`src/hdl/key_wakeup_pkg.sv`:
```
// constants, field layout and types for the key wake-up detector
package key_wakeup_pkg;

   // ****************************************
   // sizes
   // ****************************************
   localparam int NUM_KEYS = 14;
   localparam int ADDR_W = 8;
   localparam int PHASE_W = 11;
   localparam logic [5:0] NUM_KEYS_IDX = 6'h0E;

   // ****************************************
   // register byte offsets
   // ****************************************
   // key_input_setup_regs for key i sit at SETUP_BASE_OFS + 4*i
   localparam logic [7:0] SETUP_BASE_OFS = 8'h00;
   localparam logic [7:0] PULLUP_CTRL_OFS = 8'h38;
   localparam logic [7:0] CLEAR_OFS = 8'h3C;
   localparam logic [7:0] WAKE_SEL_OFS = 8'h40;
   localparam logic [7:0] STATUS_OFS = 8'h44;
   localparam logic [7:0] LEVEL_OFS = 8'h48;

   // ****************************************
   // field positions
   // ****************************************
   localparam int SETUP_EN_BIT = 0;
   localparam int SETUP_COND_LSB = 4;
   localparam int PU_EN_BIT = 0;
   localparam int PU_DYN_BIT = 1;
   localparam int PU_PULSE_LSB = 2;
   localparam int PU_INTERVAL_LSB = 4;
   localparam int STATUS_REQ_BIT = 0;
   localparam int STATUS_CG_BIT = 1;

   // ****************************************
   // codes and reset values
   // ****************************************
   localparam logic [3:0] CLEAR_CODE = 4'hA;
   localparam logic [1:0] COND_RESET = 2'h2;
   localparam logic [5:0] PULLUP_CTRL_RESET = 6'h00;
   localparam logic WAKE_SEL_RESET = 1'b0;

   // ****************************************
   // timing
   // ****************************************
   localparam int PCLK_HZ = 50_000_000;
   localparam int SLOW_HZ = 32_768;
   localparam logic [10:0] SLOW_DIV_COUNT = 11'(PCLK_HZ / SLOW_HZ - 1);
   // pulse width and interval in low_speed_clock periods, code 00
   localparam logic [PHASE_W-1:0] PULSE_BASE_TICKS = 11'h004;
   localparam logic [PHASE_W-1:0] INTERVAL_BASE_TICKS = 11'h080;

   // ****************************************
   // types
   // ****************************************
   typedef enum logic [1:0] {
      COND_LOW = 2'h0,
      COND_HIGH = 2'h1,
      COND_FALL = 2'h2,
      COND_RISE = 2'h3
   } cond_t;

   typedef enum logic [1:0] {
      APB_SETUP = 2'h1,
      APB_ANSWER = 2'h2
   } apb_state_t;

endpackage

```
`src/hdl/key_fs_divider.sv`:
```
// divider making the low-speed clock enable pulse from pclk
`timescale 1ns/1ps
`default_nettype none
module key_slow_divider
(
   input wire logic pclk,
   input wire logic presetn,
   output logic slow_tick
);

   logic [10:0] div_count;

   always_ff @(posedge pclk or negedge presetn)
   begin
      if (!presetn)
      begin
         div_count <= 11'h000;
         slow_tick <= 1'b0;
      end
      else if (div_count == key_wakeup_pkg::SLOW_DIV_COUNT)
      begin
         div_count <= 11'h000;
         slow_tick <= 1'b1;
      end
      else
      begin
         div_count <= div_count + 11'h001;
         slow_tick <= 1'b0;
      end
   end

endmodule
`default_nettype wire

```
`src/hdl/key_wakeup_detector.sv`:
```
// key wake-up detector: fourteen key inputs, one shared request, apb registers
//
// Overview of operation
// - fourteen key inputs for wake-up or interrupt
// - each key has its own use-enable
// - all keys share one interrupt request
// - per-key condition: rise, fall, high, low
// - active-high result to clock gen, interrupt ctl
// - select 1: all keys end standby together
// - select 0 (reset): keys are plain interrupts
// - writing 1010 to clear drops all requests
// - earlier detections vanish with the clearing write
// - detection after the clear raises request again
// - bit 0 switches all pull-ups together
// - unused keys are never pulled up
// - bit 1 selects static or pulsed pull-ups
// - pulse width 4, 8, 16, 32 slow periods
// - interval 128, 256, 512, 1024 slow periods
// - dynamic: edge sampled at the slow tick that ends the pulse
// - static or off: conditions watched continuously
//
// Our own choices: the APB slave port and the register addresses.
`timescale 1ns/1ps
`default_nettype none
module key_wakeup_detector
(
   input wire logic pclk,
   input wire logic presetn,
   input wire logic psel,
   input wire logic penable,
   input wire logic pwrite,
   input wire logic [7:0] paddr,
   input wire logic [31:0] pwdata,
   output logic [31:0] prdata,
   output logic pready,
   output logic pslverr,
   input wire logic [13:0] key_pin,
   output logic [13:0] key_pullup_on,
   output logic cg_key_detect,
   output logic interrupt_controller_unit_key_request
);

   // ****************************************
   // declarations
   // ****************************************
   localparam int N = key_wakeup_pkg::NUM_KEYS;
   localparam int PW = key_wakeup_pkg::PHASE_W;

   key_wakeup_pkg::apb_state_t apb_state;
   logic [5:0] reg_index;
   logic setup_hit;
   logic addr_hit;
   logic access_done;
   logic write_fire;
   logic clear_fire;
   logic [31:0] read_value;

   logic [1:0] key_cond [N];
   logic [N-1:0] key_enable;
   logic pullup_enable;
   logic dynamic_pullup_select;
   logic [1:0] pullup_pulse_select;
   logic [1:0] pullup_interval_select;
   logic wakeup_source_select;

   logic [N-1:0] key_meta;
   logic [N-1:0] key_sync;
   logic [N-1:0] key_prev;
   logic [N-1:0] dyn_sample;
   logic [N-1:0] hit;
   logic any_hit;
   logic next_key_request;

   logic slow_tick;
   logic dyn_on;
   logic [PW-1:0] phase_count;
   logic [PW-1:0] pulse_len;
   logic [PW-1:0] interval_len;
   logic t1_active;
   logic sample_strobe;

   // ****************************************
   // apb slave
   // ****************************************
   assign reg_index = paddr[7:2];
   assign setup_hit = (paddr[1:0] == 2'h0) && (reg_index < key_wakeup_pkg::NUM_KEYS_IDX);
   assign addr_hit = setup_hit
      || paddr == key_wakeup_pkg::PULLUP_CTRL_OFS
      || paddr == key_wakeup_pkg::CLEAR_OFS
      || paddr == key_wakeup_pkg::WAKE_SEL_OFS
      || paddr == key_wakeup_pkg::STATUS_OFS
      || paddr == key_wakeup_pkg::LEVEL_OFS;
   assign access_done = (apb_state == key_wakeup_pkg::APB_ANSWER) && psel && penable;
   assign write_fire = access_done && pwrite && addr_hit;
   assign clear_fire = write_fire && paddr == key_wakeup_pkg::CLEAR_OFS
      && pwdata[3:0] == key_wakeup_pkg::CLEAR_CODE;

   always_comb
   begin
      read_value = 32'h0000_0000;
      if (setup_hit)
      begin
         read_value[key_wakeup_pkg::SETUP_EN_BIT] = key_enable[reg_index[3:0]];
         read_value[key_wakeup_pkg::SETUP_COND_LSB +: 2] = key_cond[reg_index[3:0]];
      end
      else
      begin
         case (paddr)
            key_wakeup_pkg::PULLUP_CTRL_OFS:
            begin
               read_value[key_wakeup_pkg::PU_EN_BIT] = pullup_enable;
               read_value[key_wakeup_pkg::PU_DYN_BIT] = dynamic_pullup_select;
               read_value[key_wakeup_pkg::PU_PULSE_LSB +: 2] = pullup_pulse_select;
               read_value[key_wakeup_pkg::PU_INTERVAL_LSB +: 2] = pullup_interval_select;
            end
            key_wakeup_pkg::WAKE_SEL_OFS: read_value[0] = wakeup_source_select;
            key_wakeup_pkg::STATUS_OFS:
            begin
               read_value[key_wakeup_pkg::STATUS_REQ_BIT] = interrupt_controller_unit_key_request;
               read_value[key_wakeup_pkg::STATUS_CG_BIT] = cg_key_detect;
            end
            key_wakeup_pkg::LEVEL_OFS: read_value[N-1:0] = key_sync;
            default: read_value = 32'h0000_0000;
         endcase
      end
   end

   // answer one cycle into the access phase
   always_ff @(posedge pclk or negedge presetn)
   begin
      if (!presetn)
      begin
         apb_state <= key_wakeup_pkg::APB_SETUP;
         pready <= 1'b0;
         pslverr <= 1'b0;
         prdata <= 32'h0000_0000;
      end
      else
      begin
         case (apb_state)
            key_wakeup_pkg::APB_SETUP:
            begin
               if (psel && penable)
               begin
                  apb_state <= key_wakeup_pkg::APB_ANSWER;
                  pready <= 1'b1;
                  pslverr <= !addr_hit;
                  prdata <= pwrite ? 32'h0000_0000 : read_value;
               end
            end
            key_wakeup_pkg::APB_ANSWER:
            begin
               apb_state <= key_wakeup_pkg::APB_SETUP;
               pready <= 1'b0;
               pslverr <= 1'b0;
            end
            default:
            begin
               apb_state <= key_wakeup_pkg::APB_SETUP;
               pready <= 1'b0;
               pslverr <= 1'b0;
            end
         endcase
      end
   end

   // ****************************************
   // control registers
   // ****************************************
   always_ff @(posedge pclk or negedge presetn)
   begin
      if (!presetn)
      begin
         pullup_enable <= key_wakeup_pkg::PULLUP_CTRL_RESET[key_wakeup_pkg::PU_EN_BIT];
         dynamic_pullup_select <= key_wakeup_pkg::PULLUP_CTRL_RESET[key_wakeup_pkg::PU_DYN_BIT];
         pullup_pulse_select <= key_wakeup_pkg::PULLUP_CTRL_RESET[key_wakeup_pkg::PU_PULSE_LSB +: 2];
         pullup_interval_select <= key_wakeup_pkg::PULLUP_CTRL_RESET[key_wakeup_pkg::PU_INTERVAL_LSB +: 2];
      end
      else if (write_fire && paddr == key_wakeup_pkg::PULLUP_CTRL_OFS)
      begin
         pullup_enable <= pwdata[key_wakeup_pkg::PU_EN_BIT];
         dynamic_pullup_select <= pwdata[key_wakeup_pkg::PU_DYN_BIT];
         pullup_pulse_select <= pwdata[key_wakeup_pkg::PU_PULSE_LSB +: 2];
         pullup_interval_select <= pwdata[key_wakeup_pkg::PU_INTERVAL_LSB +: 2];
      end
   end

   always_ff @(posedge pclk or negedge presetn)
   begin
      if (!presetn)
         wakeup_source_select <= key_wakeup_pkg::WAKE_SEL_RESET;
      else if (write_fire && paddr == key_wakeup_pkg::WAKE_SEL_OFS)
         wakeup_source_select <= pwdata[0];
   end

   // ****************************************
   // key inputs: sync, setup, detection
   // ****************************************
   always_ff @(posedge pclk or negedge presetn)
   begin
      if (!presetn)
      begin
         key_meta <= '1;
         key_sync <= '1;
         key_prev <= '1;
      end
      else
      begin
         key_meta <= key_pin;
         key_sync <= key_meta;
         key_prev <= key_sync;
      end
   end

   always_ff @(posedge pclk or negedge presetn)
   begin
      if (!presetn)
         dyn_sample <= '1;
      else if (sample_strobe)
         dyn_sample <= key_sync;
   end

   genvar gi;
   generate
      for (gi = 0; gi < N; gi = gi + 1)
      begin : g_key
         logic cont_hit;
         logic dyn_hit;

         always_ff @(posedge pclk or negedge presetn)
         begin
            if (!presetn)
            begin
               key_enable[gi] <= 1'b0;
               key_cond[gi] <= key_wakeup_pkg::COND_RESET;
            end
            else if (write_fire && setup_hit && reg_index == 6'(gi))
            begin
               key_enable[gi] <= pwdata[key_wakeup_pkg::SETUP_EN_BIT];
               key_cond[gi] <= pwdata[key_wakeup_pkg::SETUP_COND_LSB +: 2];
            end
         end

         always_comb
         begin
            case (key_cond[gi])
               key_wakeup_pkg::COND_LOW: cont_hit = !key_sync[gi];
               key_wakeup_pkg::COND_HIGH: cont_hit = key_sync[gi];
               key_wakeup_pkg::COND_FALL: cont_hit = key_prev[gi] && !key_sync[gi];
               key_wakeup_pkg::COND_RISE: cont_hit = !key_prev[gi] && key_sync[gi];
               default: cont_hit = 1'b0;
            endcase
            // level codes are not supported while pulsing
            case (key_cond[gi])
               key_wakeup_pkg::COND_FALL: dyn_hit = dyn_sample[gi] && !key_sync[gi];
               key_wakeup_pkg::COND_RISE: dyn_hit = !dyn_sample[gi] && key_sync[gi];
               default: dyn_hit = 1'b0;
            endcase
         end

         assign hit[gi] = key_enable[gi] && (dyn_on ? (sample_strobe && dyn_hit) : cont_hit);
      end
   endgenerate

   // ****************************************
   // shared request
   // ****************************************
   assign any_hit = |hit;
   // a hit in the clearing cycle survives
   assign next_key_request = any_hit || (interrupt_controller_unit_key_request && !clear_fire);

   always_ff @(posedge pclk or negedge presetn)
   begin
      if (!presetn)
      begin
         interrupt_controller_unit_key_request <= 1'b0;
         cg_key_detect <= 1'b0;
      end
      else
      begin
         interrupt_controller_unit_key_request <= next_key_request;
         cg_key_detect <= next_key_request && wakeup_source_select;
      end
   end

   // ****************************************
   // pull-up control
   // ****************************************
   key_slow_divider u_slow_divider
   (
      .pclk(pclk),
      .presetn(presetn),
      .slow_tick(slow_tick)
   );

   assign dyn_on = pullup_enable && dynamic_pullup_select;
   assign pulse_len = key_wakeup_pkg::PULSE_BASE_TICKS << pullup_pulse_select;
   assign interval_len = key_wakeup_pkg::INTERVAL_BASE_TICKS << pullup_interval_select;
   assign t1_active = dyn_on && (phase_count < pulse_len);
   assign sample_strobe = dyn_on && slow_tick && (phase_count == pulse_len - 11'h001);

   always_ff @(posedge pclk or negedge presetn)
   begin
      if (!presetn)
         phase_count <= 11'h000;
      else if (!dyn_on)
         phase_count <= 11'h000;
      else if (slow_tick)
         phase_count <= (phase_count >= interval_len - 11'h001) ? 11'h000 : phase_count + 11'h001;
   end

   always_ff @(posedge pclk or negedge presetn)
   begin
      if (!presetn)
         key_pullup_on <= '0;
      else if (!pullup_enable)
         key_pullup_on <= '0;
      else if (dynamic_pullup_select)
         key_pullup_on <= key_enable & {N{t1_active}};
      else
         key_pullup_on <= key_enable;
   end
endmodule
`default_nettype wire

```
`config.mk`:
```
export PLATFORM = sky130hd
export DESIGN_NAME = key_wakeup_detector
export DESIGN_NICKNAME = d
export VERILOG_FILES = /design/src/hdl/key_wakeup_pkg.sv /design/src/hdl/key_fs_divider.sv /design/src/hdl/key_wakeup_detector.sv
export SDC_FILE = /design/constraint.sdc
export NUM_CORES = 1
export LEC_CHECK = 0
export BUFFER_PORTS_ARGS = -buffer_cell sky130_fd_sc_hd__clkbuf_2
export CAP_MARGIN = 20
export CORE_MARGIN = 5
export CORE_UTILIZATION = 57
export DETAILED_ROUTE_END_ITERATION = 16
export PLACE_DENSITY = 0.83
export SYNTH_ARGS = -nofsm -noshare
export SYNTH_HDL_FRONTEND = slang
export SYNTH_HIERARCHICAL = 1
export SYNTH_SLANG_ARGS = --single-unit
```
`constraint.sdc`:
```
create_clock -name pclk -period 3.39 [get_ports pclk]
set_input_delay 0.339 -clock pclk [delete_from_list [all_inputs] [get_ports pclk]]
set_output_delay 0.339 -clock pclk [all_outputs]
set_load 0.03 [all_outputs]
```
== Yosys cells after proc, flatten, opt, wreduce, memory -nomap -nowiden ==
Cells that the tools add are included.

* RAM bits: 0
* Memories kept: 0
* ROM bits: 0
* Bits in registers: 180
* Output and inout bits: 50
* Latch bits: 0
* Word-level logic and storage cells: 379
* Bits of input ports: 59

* Equality and inequality tests: 67
* Div/mod/pow operators: 0
* $add $sub $neg: 4
* Bitwise logic cells: 2
* Shift operators: 2
* Magnitude comparators: 5
* Mux-type cells: 69
* $mul: 0
* Reduce and logical (&&, ||, !) cells: 183

{| class="wikitable"
|+ Operators by type and width
! cell !! number
|-
| logical AND 1 bit || 115
|-
| one-hot mux 1 bit (4 select lines) || 15
|-
| equality test 2 bit (second input constant) || 29
|-
| logical NOT 1 bit || 44
|-
| 2-to-1 mux 11 bit || 4
|-
| equality test 6 x 4 -> 1 bit (second input constant) || 6
|-
| 2-to-1 mux 32 bit || 1
|-
| equality test 2 x 1 -> 1 bit (second input constant) || 15
|-
| logical NOT 2 bit || 15
|-
| 2-to-1 mux 14 bit || 2
|-
| one-hot mux 1 bit (2 select lines) || 14
|-
| equality test 6 x 3 -> 1 bit (second input constant) || 4
|-
| equality test 8 x 7 -> 1 bit (second input constant) || 3
|-
| adder 11 x 1 -> 11 bit (second input constant) || 2
|-
| subtractor 11 x 1 -> 11 bit (second input constant) || 2
|-
| 2-to-1 mux 1 bit || 21
|-
| equality test 8 x 6 -> 1 bit (second input constant) || 2
|-
| 2-to-1 mux 8 bit || 2
|-
| bitwise AND 14 bit || 1
|-
| OR reduction 14 bit || 1
|-
| equality test 6 x 2 -> 1 bit (second input constant) || 2
|-
| equality test 11 bit || 1
|-
| equality test 11 bit (second input constant) || 1
|-
| greater-or-equal comparator 11 bit || 1
|-
| other kinds (20) || 29
|}

== Logic depth before layout (Yosys ltp) ==
* Word-level depth: 14
* Mapped depth: 9
* Gate-level depth less buffers: 8

== Cells and area by module ==
Netlist, hierarchy kept.

{| class="wikitable"
|+ By module, submodules not included
! module !! area each (µm²) !! seq. area each (µm²) !! times used !! cells an instance
|-
| key_wakeup_detector || 7078.0 || 3817.4 || 1 || 599
|-
| key_slow_divider || 575.6 || 300.3 || 1 || 55
|}

== Least setup slack after synthesis ==
Ideal clock, no wire load.

* Kind: reg-to-reg
* From: register pullup_pulse_select[1]
* To: register cg_key_detect
* Clock period less this slack: 2.400 ns
* Data required time: 3.317 ns
* Stages on the path, launching flop included: 9
* Buffers on the path: 0
* Library setup time: 0.073 ns
* Data arrival time: 2.327 ns
* Slack: 0.990 ns
* Cell sequence: dfrtp_1 or2_2 ha_1 or2_0 a211o_1 a2111o_1 o22ai_2 a2111oi_4 a21boi_2

* Word-level cells in the longest chain between the ends: 10
* Elaborated cells on any way between the ends: 49
* Those cells by class: add/sub: 1; eq/ne: 1; shift: 1; mux: 14; reduce/logical: 32

{| class="wikitable"
|+ Ends and longest elaborated chain
! element !! RTL line !! source
|-
| start: declaration || key_wakeup_detector.sv:62 || <nowiki>logic [1:0] pullup_pulse_select;</nowiki>
|-
| start signal: assignment || key_wakeup_detector.sv:176 || <nowiki>pullup_pulse_select <= key_wakeup_pkg::PULLUP_CTRL_RESET[key_wakeup_pkg::PU_PULSE_LSB +: 2];</nowiki>
|-
| start signal: assignment || key_wakeup_detector.sv:183 || <nowiki>pullup_pulse_select <= pwdata[key_wakeup_pkg::PU_PULSE_LSB +: 2];</nowiki>
|-
| << shifter 3 x 2 -> 11 bit * || key_wakeup_detector.sv:297 || <nowiki>assign pulse_len = key_wakeup_pkg::PULSE_BASE_TICKS << pullup_pulse_select;</nowiki>
|-
| subtractor 11 x 1 -> 11 bit * || key_wakeup_detector.sv:300 || <nowiki>assign sample_strobe = dyn_on && slow_tick && (phase_count == pulse_len - 11'h001);</nowiki>
|-
| equality test 11 bit * || key_wakeup_detector.sv:300 ||
|-
| logical AND 1 bit * || key_wakeup_detector.sv:300 ||
|-
| logical AND 1 bit || key_wakeup_detector.sv:261 || <nowiki>assign hit[gi] = key_enable[gi] && (dyn_on ? (sample_strobe && dyn_hit) : cont_hit);</nowiki>
|-
| 2-to-1 mux 1 bit || key_wakeup_detector.sv:261 ||
|-
| logical AND 1 bit || key_wakeup_detector.sv:261 ||
|-
| OR reduction 14 bit * || key_wakeup_detector.sv:268 || <nowiki>assign any_hit = |hit;</nowiki>
|-
| logical OR 1 bit * || key_wakeup_detector.sv:270 || <nowiki>assign next_key_request = any_hit || (interrupt_controller_unit_key_request && !clear_fire);</nowiki>
|-
| logical AND 1 bit * || key_wakeup_detector.sv:282 || <nowiki>cg_key_detect <= next_key_request && wakeup_source_select;</nowiki>
|-
| end signal: assignment || key_wakeup_detector.sv:282 ||
|-
| end: declaration || key_wakeup_detector.sv:39 || <nowiki>output logic cg_key_detect,</nowiki>
|}

Every way passes the cells marked *; elsewhere a longest branch is shown, timed or not.
A chain may end at the register's enable or synchronous reset.

== Worst setup path in the final report ==
Ends and elaborated chain as after synthesis.

==> flow_summary_export.csv <==
group,metric,value,unit
floorplan,die-area,15800,um^2
clock_network,cts-resized-gates,0,
setup_path,worstSetupEndpointType,"flip-flop",
global_route,grt_pass1_wl,29100,um
setup_path,cpLargestDelayFamily,"compound AO/OA/AOI/OAI gates",
power,power_frac_comb,4.6,%
setup_path,path_cells,"or2_2 > ha_1 > or2_0 > a211o_1 > a2111o_1 > buf_4 > o22ai_2 > a2111oi_4 > a21boi_2",
setup_path,crit_arrival,3.14,ns
yosys,async_reset_ff_share,100,%
global_route,busiest_layer,"met2",
route,first_pass_iters,5,
setup_path,crit_buf_inv,1,
sta,skew,0.00713,ns
power,vdd_drop_max,0.338,mV
yosys,syn_avg_cell_area,11.7,um^2
sta,fmax,0.359,GHz
setup_path,critPathLaunchType,"flip-flop",
global_route,grt_pass1_vias,5664,
power,p_per_area,468,nW/um^2
clock_network,max-clock-path-buffers,2,
setup_path,reg2reg_depth,9,
sta,finalSetupViolCount,0,
sta,drv_slew,0,
cells_and_area,drive_above_1_share,33.1,%
global_route,use_met1,29.5,%
sta,period_minus_slack,2.79,ns
yosys,synth_area,7650,um^2
floorplan,die_h,126,um
placed_design,pre_cts_ws,0.678,ns
clock_network,cts_tree,"yes",
sta,rsz0062_at_grt,"no",
global_route,grtUsageTotal,23.1,%
placed_design,dpl_cell_area,8100,um^2
cells_and_area,final_common_cell,"dfrtp_1",
clock_network,cts-root-buf,"clkbuf_16",
sta,final-hold-violation-count,0,
cells_and_area,layout_common_cells,"90 x dfrtp_1, 86 x nand2_1, 71 x dfstp_2",
setup_path,rrSetupSlack,0.60,ns
floorplan,num_rows,42,
sta,tns,0,ns
min_path,min-delay-start,"pwdata[2]",
yosys,ys_seq_area_share,53.8,%
global_route,grt_antenna_before_repair,0,
setup_path,rr_startpoint,"pullup_pulse_select[1]",
power,switching_share,21.7,%
floorplan,core,13200,um^2
yosys,yosys_warnings,6,
placed_design,place.gp.congestion,0.934,
sta,period_share,82.2,%
global_route,grt_use_met2,37.8,%
clock_network,numCtsBuffers,17,
yosys,syn_inst,654,
sta,fin_ws,0.604,ns
setup_path,crit_cells,9,
setup_path,critical_path_class,"flip-flop to flip-flop",
status,status,"finished clean",
yosys,ys_seq_elements,161,
yosys,synth.distinct_cells,72,
min_path,min_to,"pullup_pulse_select[0]",
yosys,synth_edf_count,0,
setup_path,cp_slowest_cell,"dfrtp_1",
placed_design,dp.cells,881,
yosys,synth_ff_type,"dfrtp_1",
placed_design,io_buffers,64,
route,post-route-drc-count,0,
sta,tightest_slew,0.660,ns
power,p_int,3.24,mW
setup_path,cp.required,3.75,ns
clock_network,h-tree-depth,4,
run,max-cap-violations,0,
clock_network,worstSkewPairLatency,0.43,ns
cells_and_area,area_growth,15.8,%
power,switchingPower,0.899,mW
clock_network,cts_sinks,161,
route,avgViaCountPerCell,6.05,
min_path,min_path_type,"input pin to flip-flop",
min_path,holdPathStages,2,
clock_network,clk_pin_slew,0.06,ns
power,seqPwrFrac,48.3,%
floorplan,die_x,126,um
route,vias,5618,
cells_and_area,final_cell_area,8860,um^2
cells_and_area,fin_nets,809,
global_route,use_met3,5.50,%
setup_path,max_stage_delay,0.46,ns
power,clockPowerShare,47.1,%
floorplan,start_util,58.0,%
placed_design,hpwlAfterDp,12300,um
route,drtIter0Drc,644,
floorplan,ios,109,
setup_path,r2r_end,"cg_key_detect",
global_route,grt-ovfl-total,0,
setup_path,crit_fanout,15,
cells_and_area,layoutNonFillerInstCount,928,
power,p_leak,3.98,nW
cells_and_area,num-fill-cells,942,
route,wirelength,17900,um
cells_and_area,diodes,0,
sta,slew_headroom,56.0,%
route,wire_per_inst,19.3,um
global_route,grt_max_degree,93,
route,ant_nets,0,
[metrics by stage]
step	hold WS [ns]	utilization [%]	power (mW)
finish	0.187	67.2	4.14
global route	0.176	67.2	4.27
CTS	0.173	67.2	4.17
detailed placement	0.263	61.4	2.21
global placement	0.254	61.4	2.20
floorplan	0.0434	-	2.13
[power by group through the flow]
stage | combinational (mW) | clock (mW) | sequential, mW
5_1_grt | 0.208 | 2.06 | 2.00
3_3_place_gp | 0.171 | 0 | 2.03
4_1_cts | 0.191 | 1.98 | 2.00
2_1_floorplan | 0.102 | 0 | 2.03
6_report | 0.190 | 1.95 | 2.00
3_5_place_dp | 0.177 | 0 | 2.03
[cells by family after synthesis]
logic type / count (synthesis) / synth area share, %
xor+xnor: 16 / 1.83
fa+ha+maj: 11 / 1.80
other cells: 1 / 0.0490
compound gates: 108 / 11.3
mux: 68 / 11.2
simple gates: 242 / 16.6
buf+inv: 47 / 3.40
flops: 161 / 53.8
[synthesized netlist by cell type (all sizes together) (4+ instances only)]
master / number / area share, %
dfrtp: 90 / 29
nand2: 87 / 4.3
dfstp: 71 / 24
mux2: 49 / 7.2
nor2: 29 / 1.5
buf: 26 / 2.4
a22o: 25 / 2.9
and2: 25 / 2.0
nand2b: 18 / 1.5
nand3: 16 / 1.0
nand4: 15 / 1.2
nor2b: 15 / 1.2
xnor2: 13 / 1.5
ha: 11 / 1.8
inv: 11 / 0.54
clkbuf: 10 / 0.49
mux2i: 10 / 1.3
a21oi: 9 / 0.59
mux4: 9 / 2.6
nor3: 9 / 0.78
o22ai: 9 / 0.82
a21boi: 8 / 0.83
o21ai: 7 / 0.46
a221o: 6 / 0.78
a22oi: 6 / 0.59
and3: 6 / 0.51
a31oi: 5 / 0.49
nor3b: 5 / 0.49
o21a: 5 / 0.49
or2: 5 / 0.41
o31ai: 4 / 0.39
or4: 4 / 0.49
[flip-flops by register name, indices dropped and copies added (netlist names), 14 cells and up]
| register | count |
|---|---|
| key_cond | 28 |
| dyn_sample | 14 |
| prdata | 14 |
| key_meta | 14 |
| key_prev | 14 |
| key_enable | 14 |
| key_sync | 14 |
| key_pullup_on | 14 |
[what timing repair did]
item                      4_1_cts  5_1_grt
hold buffers                   15        0
hold endpoints to repair       41        0
setup buffers                   0        0
[area by class of cell]
class                   instances  area (um^2)  area share (%)
well taps                     176          220            2.49
multi-input cells             463         3340            37.7
flip-flops and latches        161         4120            46.5
repair buffers                 85          534            6.03
clock inverters                10          133            1.50
clock buffers                  22          474            5.35
inverters                      11         41.3           0.466
[layer usage]
metal	share of wire [%]	up-vias
li1	-	2509
met1	41	2806
met2	48	255
met3	7.2	48
met4	3.1	0
met5	0	-
[worst max path at each step]
stage,startpoint,slack (ns),to
global placement,pullup_pulse_select[1],0.77,cg_key_detect
finish,pullup_pulse_select[1],0.60,cg_key_detect
detailed placement,pullup_pulse_select[1],0.68,cg_key_detect
floorplan,pullup_pulse_select[1],0.99,cg_key_detect
global route,pullup_pulse_select[1],0.53,cg_key_detect
CTS,pullup_pulse_select[1],0.64,cg_key_detect
No activity file was read; power rests on OpenSTA's default activity.
